File: src/efmp_pkg.sv
// Constants and types for the encoder frequency and period measurement
package efmp_pkg;
    localparam int unsigned CLK_PERIOD_NS = 10;
    localparam int unsigned NS_PER_US = 1000;
    localparam int unsigned NS_PER_MS = 1000000;
    localparam int unsigned NS_PER_S = 1000000000;

    // Timebase ticks per unit of time
    localparam logic [31:0] CYC_PER_US = 32'(NS_PER_US / CLK_PERIOD_NS);
    localparam logic [39:0] CYC_PER_MS = 40'(NS_PER_MS / CLK_PERIOD_NS);
    localparam logic [63:0] TS_PER_S = 64'(NS_PER_S / CLK_PERIOD_NS);

    // Numerator factors: ticks per second times output units per hertz
    localparam logic [63:0] HZ_NUM_COARSE = TS_PER_S;
    localparam logic [63:0] HZ_NUM_FINE = 64'(TS_PER_S * 64'h64);

    // Frequency window, reset length 10 ms, held in microseconds
    localparam int unsigned FREQ_WINDOW_RST_MS = 10;
    localparam logic [15:0] FREQ_WINDOW_RST_US =
        16'(FREQ_WINDOW_RST_MS * 1000);

    localparam logic [15:0] FREQ_SCALE_1HZ = 16'h0001;
    localparam logic [15:0] FREQ_SCALE_RST = 16'h0064;
    localparam logic [15:0] FREQ_WAIT_RST_MS = 16'h0640;

    localparam logic [15:0] PER_SCALE_RST = 16'h000A;
    localparam logic [15:0] PER_SCALE_100NS = 16'h0064;
    localparam logic [15:0] PER_SCALE_500NS = 16'h01F4;
    localparam logic [31:0] PER_DIV_100NS = 32'h0000000A;
    localparam logic [31:0] PER_DIV_500NS = 32'h00000032;

    // Period timeout 21 s and the value shown after it
    localparam int unsigned PER_TIMEOUT_S = 21;
    localparam logic [31:0] PER_TIMEOUT_CYC_DEF =
        32'(64'(PER_TIMEOUT_S) * TS_PER_S);
    localparam logic [31:0] PER_MAX = 32'h80000000;

    localparam logic [6:0] DIV_LAST_STEP = 7'h3F;

    typedef struct packed {
        logic [15:0] window_us;
        logic [15:0] freq_scale;
        logic [15:0] per_scale;
        logic [15:0] wait_ms;
    } efmp_cfg_t;
endpackage

File: src/efmp_div.sv
// Sequential 64 by 32 bit divider with saturated 32-bit quotient
`timescale 1ns/1ns
`default_nettype none
module efmp_div (
    input wire logic clk,
    input wire logic rst_b,
    input wire logic start,
    input wire logic [63:0] num,
    input wire logic [31:0] den,
    output logic busy,
    output logic done,
    output logic [31:0] quo
);
    typedef enum logic {DV_IDLE, DV_RUN} efmp_dv_state_t;

    efmp_dv_state_t state_ff;
    logic [6:0] step_ff;
    logic [63:0] num_ff;
    logic [31:0] rem_ff;
    logic [31:0] den_ff;
    logic [32:0] trial;
    logic fits;
    logic [63:0] nxt_num;

    assign busy = (state_ff == DV_RUN);
    assign trial = {rem_ff, num_ff[63]};
    assign fits = (trial >= {1'b0, den_ff});
    assign nxt_num = {num_ff[62:0], fits};

    always_ff @(posedge clk) begin
        if (!rst_b) begin
            state_ff <= DV_IDLE;
        end else begin
            unique case (state_ff)
                DV_IDLE: if (start) state_ff <= DV_RUN;
                DV_RUN: if (step_ff == efmp_pkg::DIV_LAST_STEP)
                    state_ff <= DV_IDLE;
            endcase
        end
    end

    always_ff @(posedge clk) begin
        if (!rst_b) begin
            step_ff <= 7'h00;
            num_ff <= 64'h0;
            rem_ff <= 32'h0;
            den_ff <= 32'h0;
        end else if (!busy && start) begin
            step_ff <= 7'h00;
            num_ff <= num;
            rem_ff <= 32'h0;
            den_ff <= den;
        end else if (busy) begin
            step_ff <= step_ff + 7'h01;
            num_ff <= nxt_num;
            rem_ff <= fits ? 32'(trial - {1'b0, den_ff}) : trial[31:0];
        end
    end

    // Quotient wider than 32 bits (or zero divisor) saturates
    always_ff @(posedge clk) begin
        if (!rst_b) begin
            done <= 1'b0;
            quo <= 32'h0;
        end else begin
            done <= busy && (step_ff == efmp_pkg::DIV_LAST_STEP);
            if (busy && (step_ff == efmp_pkg::DIV_LAST_STEP)) begin
                quo <= (|nxt_num[63:32]) ? 32'hFFFFFFFF : nxt_num[31:0];
            end
        end
    end
endmodule
`default_nettype wire

File: src/efmp_measure.sv
// One channel of track-A frequency and period measurement
`timescale 1ns/1ns
`default_nettype none
// Behaviour
// - Frequency is complete track-A periods divided by measured time.
// - Periods are counted in the window from its first rising edge.
// - Time runs from first rising to last falling edge, in 10 ns ticks.
// - The window setting resets to 10 ms.
// - Frequency is in 0.01 Hz, or in 1 Hz when its scaling is 1.
// - Frequency windows run free of the control cycle and mode.
// - Counter gate or external reset does not touch the frequency.
// - Empty windows retry until wait time, holding the last value.
// - No period before the wait time ends gives frequency zero.
// - Period is the time between successive rising edges, 10 ns ticks.
// - Each control cycle shows the last period completed in it.
// - Period is in 10 ns, or 100 ns or 500 ns for scaling 100 or 500.
// - With no new period in a control cycle the last value is held.
// - Period timing spans cycles and the output updates on completion.
// - No rising edge within 21 s of the last one sets the period output to 2147483648.
module efmp_measure #(
    parameter logic [31:0] PER_TIMEOUT_CYC = efmp_pkg::PER_TIMEOUT_CYC_DEF
) (
    input wire logic clk,
    input wire logic rst_b,
    input wire logic track_a,
    input wire logic cycle_tick,
    input wire logic cfg_wr,
    input wire efmp_pkg::efmp_cfg_t cfg_in,
    output var efmp_pkg::efmp_cfg_t cfg_out,
    output logic [31:0] frequency_value_out,
    output logic [31:0] period_value_out,
    output logic period_new
);
    function automatic logic [63:0] freq_num(
        input logic [31:0] periods,
        input logic [15:0] scale
    );
        if (scale == efmp_pkg::FREQ_SCALE_1HZ) begin
            freq_num = 64'(64'(periods) * efmp_pkg::HZ_NUM_COARSE);
        end else begin
            freq_num = 64'(64'(periods) * efmp_pkg::HZ_NUM_FINE);
        end
    endfunction

    function automatic logic [31:0] per_scaled(
        input logic [31:0] ticks,
        input logic [15:0] scale
    );
        unique case (scale)
            efmp_pkg::PER_SCALE_100NS:
                per_scaled = ticks / efmp_pkg::PER_DIV_100NS;
            efmp_pkg::PER_SCALE_500NS:
                per_scaled = ticks / efmp_pkg::PER_DIV_500NS;
            default: per_scaled = ticks;
        endcase
    endfunction

    efmp_pkg::efmp_cfg_t cfg_ff;
    logic a_s1_ff;
    logic a_s2_ff;
    logic a_s3_ff;
    logic rise_p;
    logic fall_p;
    logic [31:0] ts_ff;

    logic [31:0] win_cyc;
    logic [31:0] win_cnt_ff;
    logic win_end;
    logic started_ff;
    logic [31:0] t0_ff;
    logic [31:0] t_fall_ff;
    logic [31:0] rise_cnt_ff;
    logic [31:0] periods_ff;
    logic [39:0] wait_cyc;
    logic [39:0] wait_cnt_ff;
    logic wait_hit;
    logic div_start;
    logic div_busy;
    logic div_done;
    logic [31:0] div_quo;

    logic [31:0] per_cnt_ff;
    logic per_armed_ff;
    logic per_upd;
    logic per_to;

    assign cfg_out = cfg_ff;

    // Settings load on a write strobe and reset to their defaults
    always_ff @(posedge clk) begin
        if (!rst_b) begin
            cfg_ff.window_us <= efmp_pkg::FREQ_WINDOW_RST_US;
            cfg_ff.freq_scale <= efmp_pkg::FREQ_SCALE_RST;
            cfg_ff.per_scale <= efmp_pkg::PER_SCALE_RST;
            cfg_ff.wait_ms <= efmp_pkg::FREQ_WAIT_RST_MS;
        end else if (cfg_wr) begin
            cfg_ff <= cfg_in;
        end
    end

    // Track A is asynchronous: two stages, then a third for edges
    always_ff @(posedge clk) begin
        if (!rst_b) begin
            a_s1_ff <= 1'b0;
            a_s2_ff <= 1'b0;
            a_s3_ff <= 1'b0;
        end else begin
            a_s1_ff <= track_a;
            a_s2_ff <= a_s1_ff;
            a_s3_ff <= a_s2_ff;
        end
    end

    assign rise_p = a_s2_ff && !a_s3_ff;
    assign fall_p = !a_s2_ff && a_s3_ff;

    always_ff @(posedge clk) begin
        if (!rst_b) begin
            ts_ff <= 32'h0;
        end else begin
            ts_ff <= ts_ff + 32'h1;
        end
    end

    // Frequency windows run back to back, with no control-cycle or gate
    // input anywhere in this path
    assign win_cyc = 32'(32'(cfg_ff.window_us) * efmp_pkg::CYC_PER_US);
    assign win_end = (win_cnt_ff + 32'h1 >= win_cyc);

    always_ff @(posedge clk) begin
        if (!rst_b || win_end) begin
            win_cnt_ff <= 32'h0;
        end else begin
            win_cnt_ff <= win_cnt_ff + 32'h1;
        end
    end

    always_ff @(posedge clk) begin
        if (!rst_b || win_end) begin
            started_ff <= 1'b0;
            t0_ff <= 32'h0;
            rise_cnt_ff <= 32'h0;
            t_fall_ff <= 32'h0;
            periods_ff <= 32'h0;
        end else begin
            if (rise_p) begin
                if (!started_ff) begin
                    started_ff <= 1'b1;
                    t0_ff <= ts_ff;
                    rise_cnt_ff <= 32'h1;
                end else begin
                    rise_cnt_ff <= rise_cnt_ff + 32'h1;
                end
            end
            if (fall_p && rise_cnt_ff >= 32'h2) begin
                t_fall_ff <= ts_ff;
                periods_ff <= rise_cnt_ff - 32'h1;
            end
        end
    end

    assign div_start = win_end && (periods_ff != 32'h0) && !div_busy;
    assign wait_cyc = 40'(40'(cfg_ff.wait_ms) * efmp_pkg::CYC_PER_MS);
    assign wait_hit = (wait_cnt_ff + 40'h1 >= wait_cyc);

    // Time since the last window that held a complete period, or since the wait time last ran out
    always_ff @(posedge clk) begin
        if (!rst_b || div_start || wait_hit) begin
            wait_cnt_ff <= 40'h0;
        end else begin
            wait_cnt_ff <= wait_cnt_ff + 40'h1;
        end
    end

    efmp_div u_div (
        .clk(clk),
        .rst_b(rst_b),
        .start(div_start),
        .num(freq_num(periods_ff, cfg_ff.freq_scale)),
        .den(t_fall_ff - t0_ff),
        .busy(div_busy),
        .done(div_done),
        .quo(div_quo)
    );

    always_ff @(posedge clk) begin
        if (!rst_b) begin
            frequency_value_out <= 32'h0;
        end else if (div_done) begin
            frequency_value_out <= div_quo;
        end else if (wait_hit) begin
            frequency_value_out <= 32'h0;
        end
    end

    // Period timing runs across control cycles
    assign per_upd = rise_p && per_armed_ff;
    assign per_to = per_armed_ff && !rise_p &&
        (per_cnt_ff >= PER_TIMEOUT_CYC);

    always_ff @(posedge clk) begin
        if (!rst_b) begin
            per_cnt_ff <= 32'h0;
        end else if (rise_p) begin
            per_cnt_ff <= 32'h1;
        end else if (per_armed_ff && !per_to) begin
            per_cnt_ff <= per_cnt_ff + 32'h1;
        end
    end

    always_ff @(posedge clk) begin
        if (!rst_b) begin
            per_armed_ff <= 1'b0;
        end else if (rise_p) begin
            per_armed_ff <= 1'b1;
        end else if (per_to) begin
            per_armed_ff <= 1'b0;
        end
    end

    always_ff @(posedge clk) begin
        if (!rst_b) begin
            period_value_out <= 32'h0;
        end else if (per_upd) begin
            period_value_out <= per_scaled(per_cnt_ff,
                cfg_ff.per_scale);
        end else if (per_to) begin
            period_value_out <= efmp_pkg::PER_MAX;
        end
    end

    // Marks a fresh period in the current control cycle; set wins
    always_ff @(posedge clk) begin
        if (!rst_b) begin
            period_new <= 1'b0;
        end else if (per_upd) begin
            period_new <= 1'b1;
        end else if (cycle_tick) begin
            period_new <= 1'b0;
        end
    end

    a_win_default: assert property (@(posedge clk)
        !rst_b |=> cfg_ff.window_us == efmp_pkg::FREQ_WINDOW_RST_US)
        else $error("window setting not at default after reset");

    a_count_start: assert property (
        @(posedge clk) disable iff (!rst_b)
        rise_p && !started_ff && !win_end |=>
        started_ff && t0_ff == $past(ts_ff) && rise_cnt_ff == 32'h1)
        else $error("first rising edge not captured");

    a_fall_mark: assert property (
        @(posedge clk) disable iff (!rst_b)
        fall_p && rise_cnt_ff >= 32'h2 && !win_end |=>
        t_fall_ff == $past(ts_ff) && periods_ff == $past(rise_cnt_ff) - 1)
        else $error("falling edge time or period count wrong");

    a_win_restart: assert property (
        @(posedge clk) disable iff (!rst_b)
        win_end |=> win_cnt_ff == 32'h0 && !started_ff &&
        periods_ff == 32'h0)
        else $error("window state not cleared at window end");

    a_freq_divide: assert property (
        @(posedge clk) disable iff (!rst_b)
        div_start |=> div_busy [*8])
        else $error("divider not running after window end");

    a_freq_result: assert property (
        @(posedge clk) disable iff (!rst_b)
        div_done |=> frequency_value_out == $past(div_quo))
        else $error("frequency not taken from divider");

    a_freq_hold: assert property (
        @(posedge clk) disable iff (!rst_b)
        !div_done && !wait_hit |=> $stable(frequency_value_out))
        else $error("frequency changed without a result");

    a_freq_zero: assert property (
        @(posedge clk) disable iff (!rst_b)
        wait_hit && !div_done |=> frequency_value_out == 32'h0)
        else $error("frequency not zero after wait time");

    a_period_meas: assert property (
        @(posedge clk) disable iff (!rst_b)
        per_upd |=> period_value_out ==
        per_scaled($past(per_cnt_ff), $past(cfg_ff.per_scale)))
        else $error("period value wrong");

    a_period_hold: assert property (
        @(posedge clk) disable iff (!rst_b)
        !per_upd && !per_to |=> $stable(period_value_out))
        else $error("period changed without a measurement");

    a_period_flag: assert property (
        @(posedge clk) disable iff (!rst_b)
        per_upd |=> period_new and (!cycle_tick |=> period_new))
        else $error("new period flag lost");

    a_flag_clear: assert property (
        @(posedge clk) disable iff (!rst_b)
        cycle_tick && !per_upd |=> !period_new)
        else $error("new period flag not cleared by control cycle");

    a_period_timeout: assert property (
        @(posedge clk) disable iff (!rst_b)
        per_to |=> period_value_out == efmp_pkg::PER_MAX && !per_armed_ff)
        else $error("period timeout not flagged");

    a_period_rearm: assert property (
        @(posedge clk) disable iff (!rst_b)
        rise_p && !per_armed_ff |=>
        per_armed_ff && $stable(period_value_out))
        else $error("rising edge after timeout gave a period value");
endmodule
`default_nettype wire

File: config.mk
export PLATFORM = sky130hd
export DESIGN_NAME = efmp_measure
export DESIGN_NICKNAME = d
export VERILOG_FILES = /design/src/efmp_pkg.sv /design/src/efmp_div.sv /design/src/efmp_measure.sv
export SDC_FILE = /design/constraint.sdc
export NUM_CORES = 2
export LEC_CHECK = 0
export ABC_AREA = 1
export BUFFER_PORTS_ARGS = -buffer_cell sky130_fd_sc_hd__buf_2
export CORE_ASPECT_RATIO = 1.25
export CORE_MARGIN = 1.5
export CORE_UTILIZATION = 30
export DETAILED_ROUTE_END_ITERATION = 7
export PLACE_DENSITY_LB_ADDON = 0.1
export RECOVER_POWER = 100
export SYNTH_ARGS = -nofsm -noshare
export SYNTH_HDL_FRONTEND = slang
export SYNTH_HIERARCHICAL = 1
export SYNTH_SLANG_ARGS = --single-unit
export TNS_END_PERCENT = 1
File: constraint.sdc
create_clock -name clk -period 43.8 [get_ports clk]
set_input_delay 4.38 -clock clk [delete_from_list [all_inputs] [get_ports clk]]
set_output_delay 4.38 -clock clk [all_outputs]
set_load 0.01 [all_outputs]
; ---- Word level (Yosys, flattened, before mapping)
; Cells that the tools add are included.
[classes]
addsub = 9
n_mul = 4
n_div = 2
magnitude_cmp = 5
n_eq_ne = 4
shift = 0
n_mux = 20
bitwise_logic = 3
n_reduce_logical = 31
[op_table]
columns = operator, count
row1 = 32-bit two-way mux, 7
row2 = 64-bit two-way mux, 3
row3 = 32-bit by 1-bit adder with 32-bit output (second input constant), 4
row4 = 32-bit one-hot mux with 2 select lines, 1
row5 = 32-bit subtractor, 2
row6 = 32-bit by 24-bit multiplier with 54-bit output (second input constant), 1
row7 = 32-bit by 19-bit multiplier with 51-bit output (second input constant), 1
row8 = 40-bit by 1-bit adder with 40-bit output (second input constant), 1
row9 = 40-bit by 33-bit greater-or-equal comparator with 1-bit output, 1
row10 = 33-bit by 32-bit greater-or-equal comparator with 1-bit output, 1
row11 = 32-bit by 4-bit divider with 32-bit output (second input constant), 1
row12 = 32-bit by 6-bit divider with 32-bit output (second input constant), 1
row13 = 32-bit by 2-bit greater-or-equal comparator with 1-bit output (second input constant), 1
row14 = 32-bit by 23-bit greater-or-equal comparator with 1-bit output, 1
row15 = 32-bit by 31-bit greater-or-equal comparator with 1-bit output (second input constant), 1
row16 = 32-bit nonzero test, 1
row17 = 32-bit OR reduction, 1
row18 = 32-bit by 1-bit subtractor with 32-bit output (second input constant), 1
row19 = 16-bit by 12-bit multiplier with 28-bit output (second input constant), 1
row20 = 16-bit by 5-bit multiplier with 21-bit output (second input constant), 1
row21 = 16-bit by 1-bit equality test with 1-bit output (second input constant), 1
row22 = 16-bit by 7-bit equality test with 1-bit output (second input constant), 1
row23 = 16-bit by 9-bit equality test with 1-bit output (second input constant), 1
row24 = 2-bit nonzero test, 6
row25 = 10 further kinds, 37
[word_totals]
regBits = 567
latch_bits = 0
mem_bits_rw = 0
mem_bits_ro = 0
input_bits = 69
out_inout_bits = 129
word_cells = 106
n_memories = 0

; ---- Logic depth before layout (Yosys ltp)
[depth]
ltp_word = 9
ltp_mapped = 325
mapped_depth_nobuf = 304

; ---- By module
; Netlist, hierarchy kept.
[modules_own_cells]
columns = module, n_inst, cells_each, area_each_um2, seq_area_each_um2
row1 = efmp_measure, 1, 10015, 71040.6, 7967.6
row2 = efmp_div, 1, 1507, 9758.1, 3383.2

; ---- Least setup slack after synthesis
; OpenSTA, ideal clock, no wires.
[synth_timing]
kind = register to register
from = reg cfg_ff, in the netlist cfg_out[26]
to = reg period_value_out[0]
setup_time_ns = 0.120
arrival_time_ns = 43.886
required_ns = 43.680
path_slack_ns = -0.206
path_stages_with_launch = 289
n_path_buf = 24
synth_period_minus_slack_ns = 44.006
cell_sequence = dfxtp_1 -> nor2_2 -> nand2_2 -> nor2_2 -> nand2_2 -> inv_1 -> ha_1 -> inv_1 -> o21bai_2 -> nand3_1 -> a22oi_1 -> inv_1 -> ha_1 -> nand3_1 -> nor2_1 -> and2_1 -> nand3_1 -> nor2_1 -> [253 not listed] -> a21oi_1 -> inv_1 -> a31oi_1 -> nand2_4 -> nor2_4 -> nand3_4 -> buf_6 -> o21ai_1 -> inv_1 -> ha_1 -> a211oi_1 -> nand2_1 -> nor2_1 -> nand3_1 -> nor2_1 -> nand3_1 -> o21bai_1 -> a21oi_1
[synth_rtl]
columns = item, line
row1 = from (decl), efmp_measure.sv:58  ; efmp_pkg::efmp_cfg_t cfg_ff;
row2 = from (signal assigned), efmp_measure.sv:97  ; cfg_ff <= cfg_in;
row3 = to (signal assigned), efmp_measure.sv:225  ; period_value_out <= per_scaled(per_cnt_ff,
row4 = to (signal assigned), efmp_measure.sv:228  ; period_value_out <= efmp_pkg::PER_MAX;
row5 = to (decl), efmp_measure.sv:31  ; output logic [31:0] period_value_out,

==> out/qor.csv <==
metric,value,unit
Post-Syn Area,0.08080,mm2
asr flop ratio synth,0,%
"Primary FF master, synth",dfxtp_1,
gr usage total,21.37,%
DRT antenna net count,0,
most frequent cells in the layout,"nand2_1 (2,347), inv_1 (2,095), nor2_1 (1,078), ha_1 (836), nand3_1 (691)",
clk slew on worst S/H paths,0.06,ns
DRT Pass-1 Iters,6,
critical path capture point type,register,
clock buffer depth,3,
largest fanout on the critical path,16,
routability cong.,0.9311,
DR vias/cell,4.807,
CTS Hold Bufs,0,
cell repeated most along the worst path,inv_1,
routed len/inst,19.06,um
required time of the critical path,44.33,ns
max_cap viols,10,
DRC Markers,0,
Congestion Overflow GR,0,
DR iter-0 viols,3821,
Slew Limit Fails,589,
WP buf/inv,53,
final setup vio count,0,
Final nets,13360,
Tmin final,40.20,ns
sequential share of the synthesized area,14.05,%
io pins,198,
Max-slew headroom,-349.7,%
failing checks,"max-capacitance violations, max-slew violations",
Final Hold Fails,0,
Hold Path Class,reg2reg,
area grow syn2layout,11.22,%
buffers added on ports,197,
CORE AREA,0.2674,mm2
CTS tree,done,
Ys Warns,6,
synthesized area per cell,7.013,um2
Die Ht,583.2,um
H-Tree Depth,3,
CP max stage delay,0.39,ns
largest net degree at the start of global routing,161,
ratio of cells with drive above 1 in the final layout,12.67,%
total number of vias,74350,
Max Clk Rate,24.88,MHz
CTS buffer count,76,
clock root cell,clkbuf_16,
status,"finished, violations left",
Routed WL,294.8,mm
Clock Sinks,567,
reg2reg start,cfg_out[18]$_SDFFE_PN0P_,
Tcrit/Tclk final,91.77,%
"slowest stage cell, crit path",ha_1,
HPWL Detailed,244.8,mm
post-synthesis cell type count,85,
"EDFF count, synth",0,
Hold Startpoint,a_s1_ff$_SDFF_PN0_,
clk_skew,0.07974,ns
Crit path arrival time,40.72,ns
Least-Margin Pin Slew,6.746,ns
final core occ,33.61,%
die area,0.2725,mm2
row count,212,
worst skew pair latency,0.72,ns
"CP delay by family, top",simple AND/OR/NAND/NOR gates,
crit path launch,cfg_out[18]$_SDFFE_PN0P_,
initial antenna violation count,3,
crit path launch type,register,
first-pass GRT wire length,453.9,mm
Post-Synthesis Cells,11520,
number of global-route vias before repair,75290,
die width,467.2,um
crit path kind,reg2reg,
Yosys reg bits,567,
Starting Density,30.22,%
"most common cell after layout, fill and taps aside",nand2_1,
-- cells in the mapped netlist, types with 124 or more instances --
cell | count | area [um2]
nand2_1 | 2349 | 8817
o21ai_0 | 352 | 1762
nand3_2 | 164 | 1642
ha_1 | 849 | 10620
nor2_1 | 1087 | 4080
fa_1 | 563 | 11270
nand3_1 | 691 | 3458
inv_1 | 2096 | 7868
nand2_2 | 244 | 1526
clkbuf_1 | 141 | 529.3
a21oi_1 | 559 | 2798
nor3_1 | 124 | 620.6
xor2_1 | 168 | 1471
dfxtp_1 | 567 | 11350
nand4_1 | 264 | 1652
-- final cells by class --
class	count	area [um2]
fillers	29430	177500
diodes	1	2.502
well taps	3531	4418
inverters	2237	8501
flip-flops and latches	567	11350
clock buffers	103	2133
repair buffers	485	2948
clock inverters	36	569.3
multi-input cells	8508	59940
-- worst reg2reg max path: cells and delay by family, from the launching register on --
kind | cells | cell delay, ns
simple gates | 171 | 19.87
fa+ha+maj | 29 | 9.33
buf+inv | 53 | 4.79
compound gates | 25 | 3.63
xor+xnor | 13 | 2.05
flops | 1 | 0.34
-- layer usage --
metal | global-route usage, % | vias up | routed length (um)
met5 | 0 | - | 13
li1 | - | 37430 | -
met2 | 39.51 | 1158 | 151500
met4 | 5.152 | 2 | 7811
met3 | 1.657 | 285 | 7893
met1 | 26.49 | 35480 | 127600
-- worst paths after layout --
path | to | slack (ns) | cells past startpoint
hold / removal | a_s2_ff$_SDFF_PN0_ | 0.41 | 2
setup reg to reg | period_value_out[0]$_SDFFE_PN0P_ | 3.60 | 291
hold reg to reg | a_s2_ff$_SDFF_PN0_ | 0.41 | 2
setup / recovery | period_value_out[0]$_SDFFE_PN0P_ | 3.60 | 291
-- kinds of logic after synthesis --
kind of cell / count (synthesis) / share of synthesized area, %
AOI/OAI and AO/OA: 1248 / 8.921
xor gates and xnor gates: 276 / 3.010
adders and majority gates: 1412 / 27.10
buffers and inverters: 2476 / 12.43
DFF: 567 / 14.05
muxes: 4 / 0.05420
other: 1 / 0.004641
and+or+nand+nor: 5538 / 34.44
-- metrics by stage --
step / worst slack, ns / hold slack [ns] / instance area, um2 / TNS, ns / std cells
floorplan: 0.1926 / 0.3905 / 80890 / 0 / 11550
global placement: 0.1631 / 0.4286 / 86610 / 0 / 15270
detailed placement: -0.3571 / 0.4314 / 86610 / -0.3571 / 15270
CTS: 0.07292 / 0.4306 / 89340 / 0 / 15420
global route: -0.1895 / 0.4525 / 89870 / -0.1895 / 15470
finish: 3.603 / 0.4143 / 89870 / 0 / 15470
-- repair_timing --
item | in CTS | in global routing
buffers inserted | 0 | 49
pin swaps | 2 | 24
gates cloned | 3 | 3
endpoints found under the setup margin | 1 | 3
gates resized for setup | 1 | 89
Power is left out: the tool's default activity adds up to more than one toggle a clock period on the data nets, which glitch-free logic cannot reach.
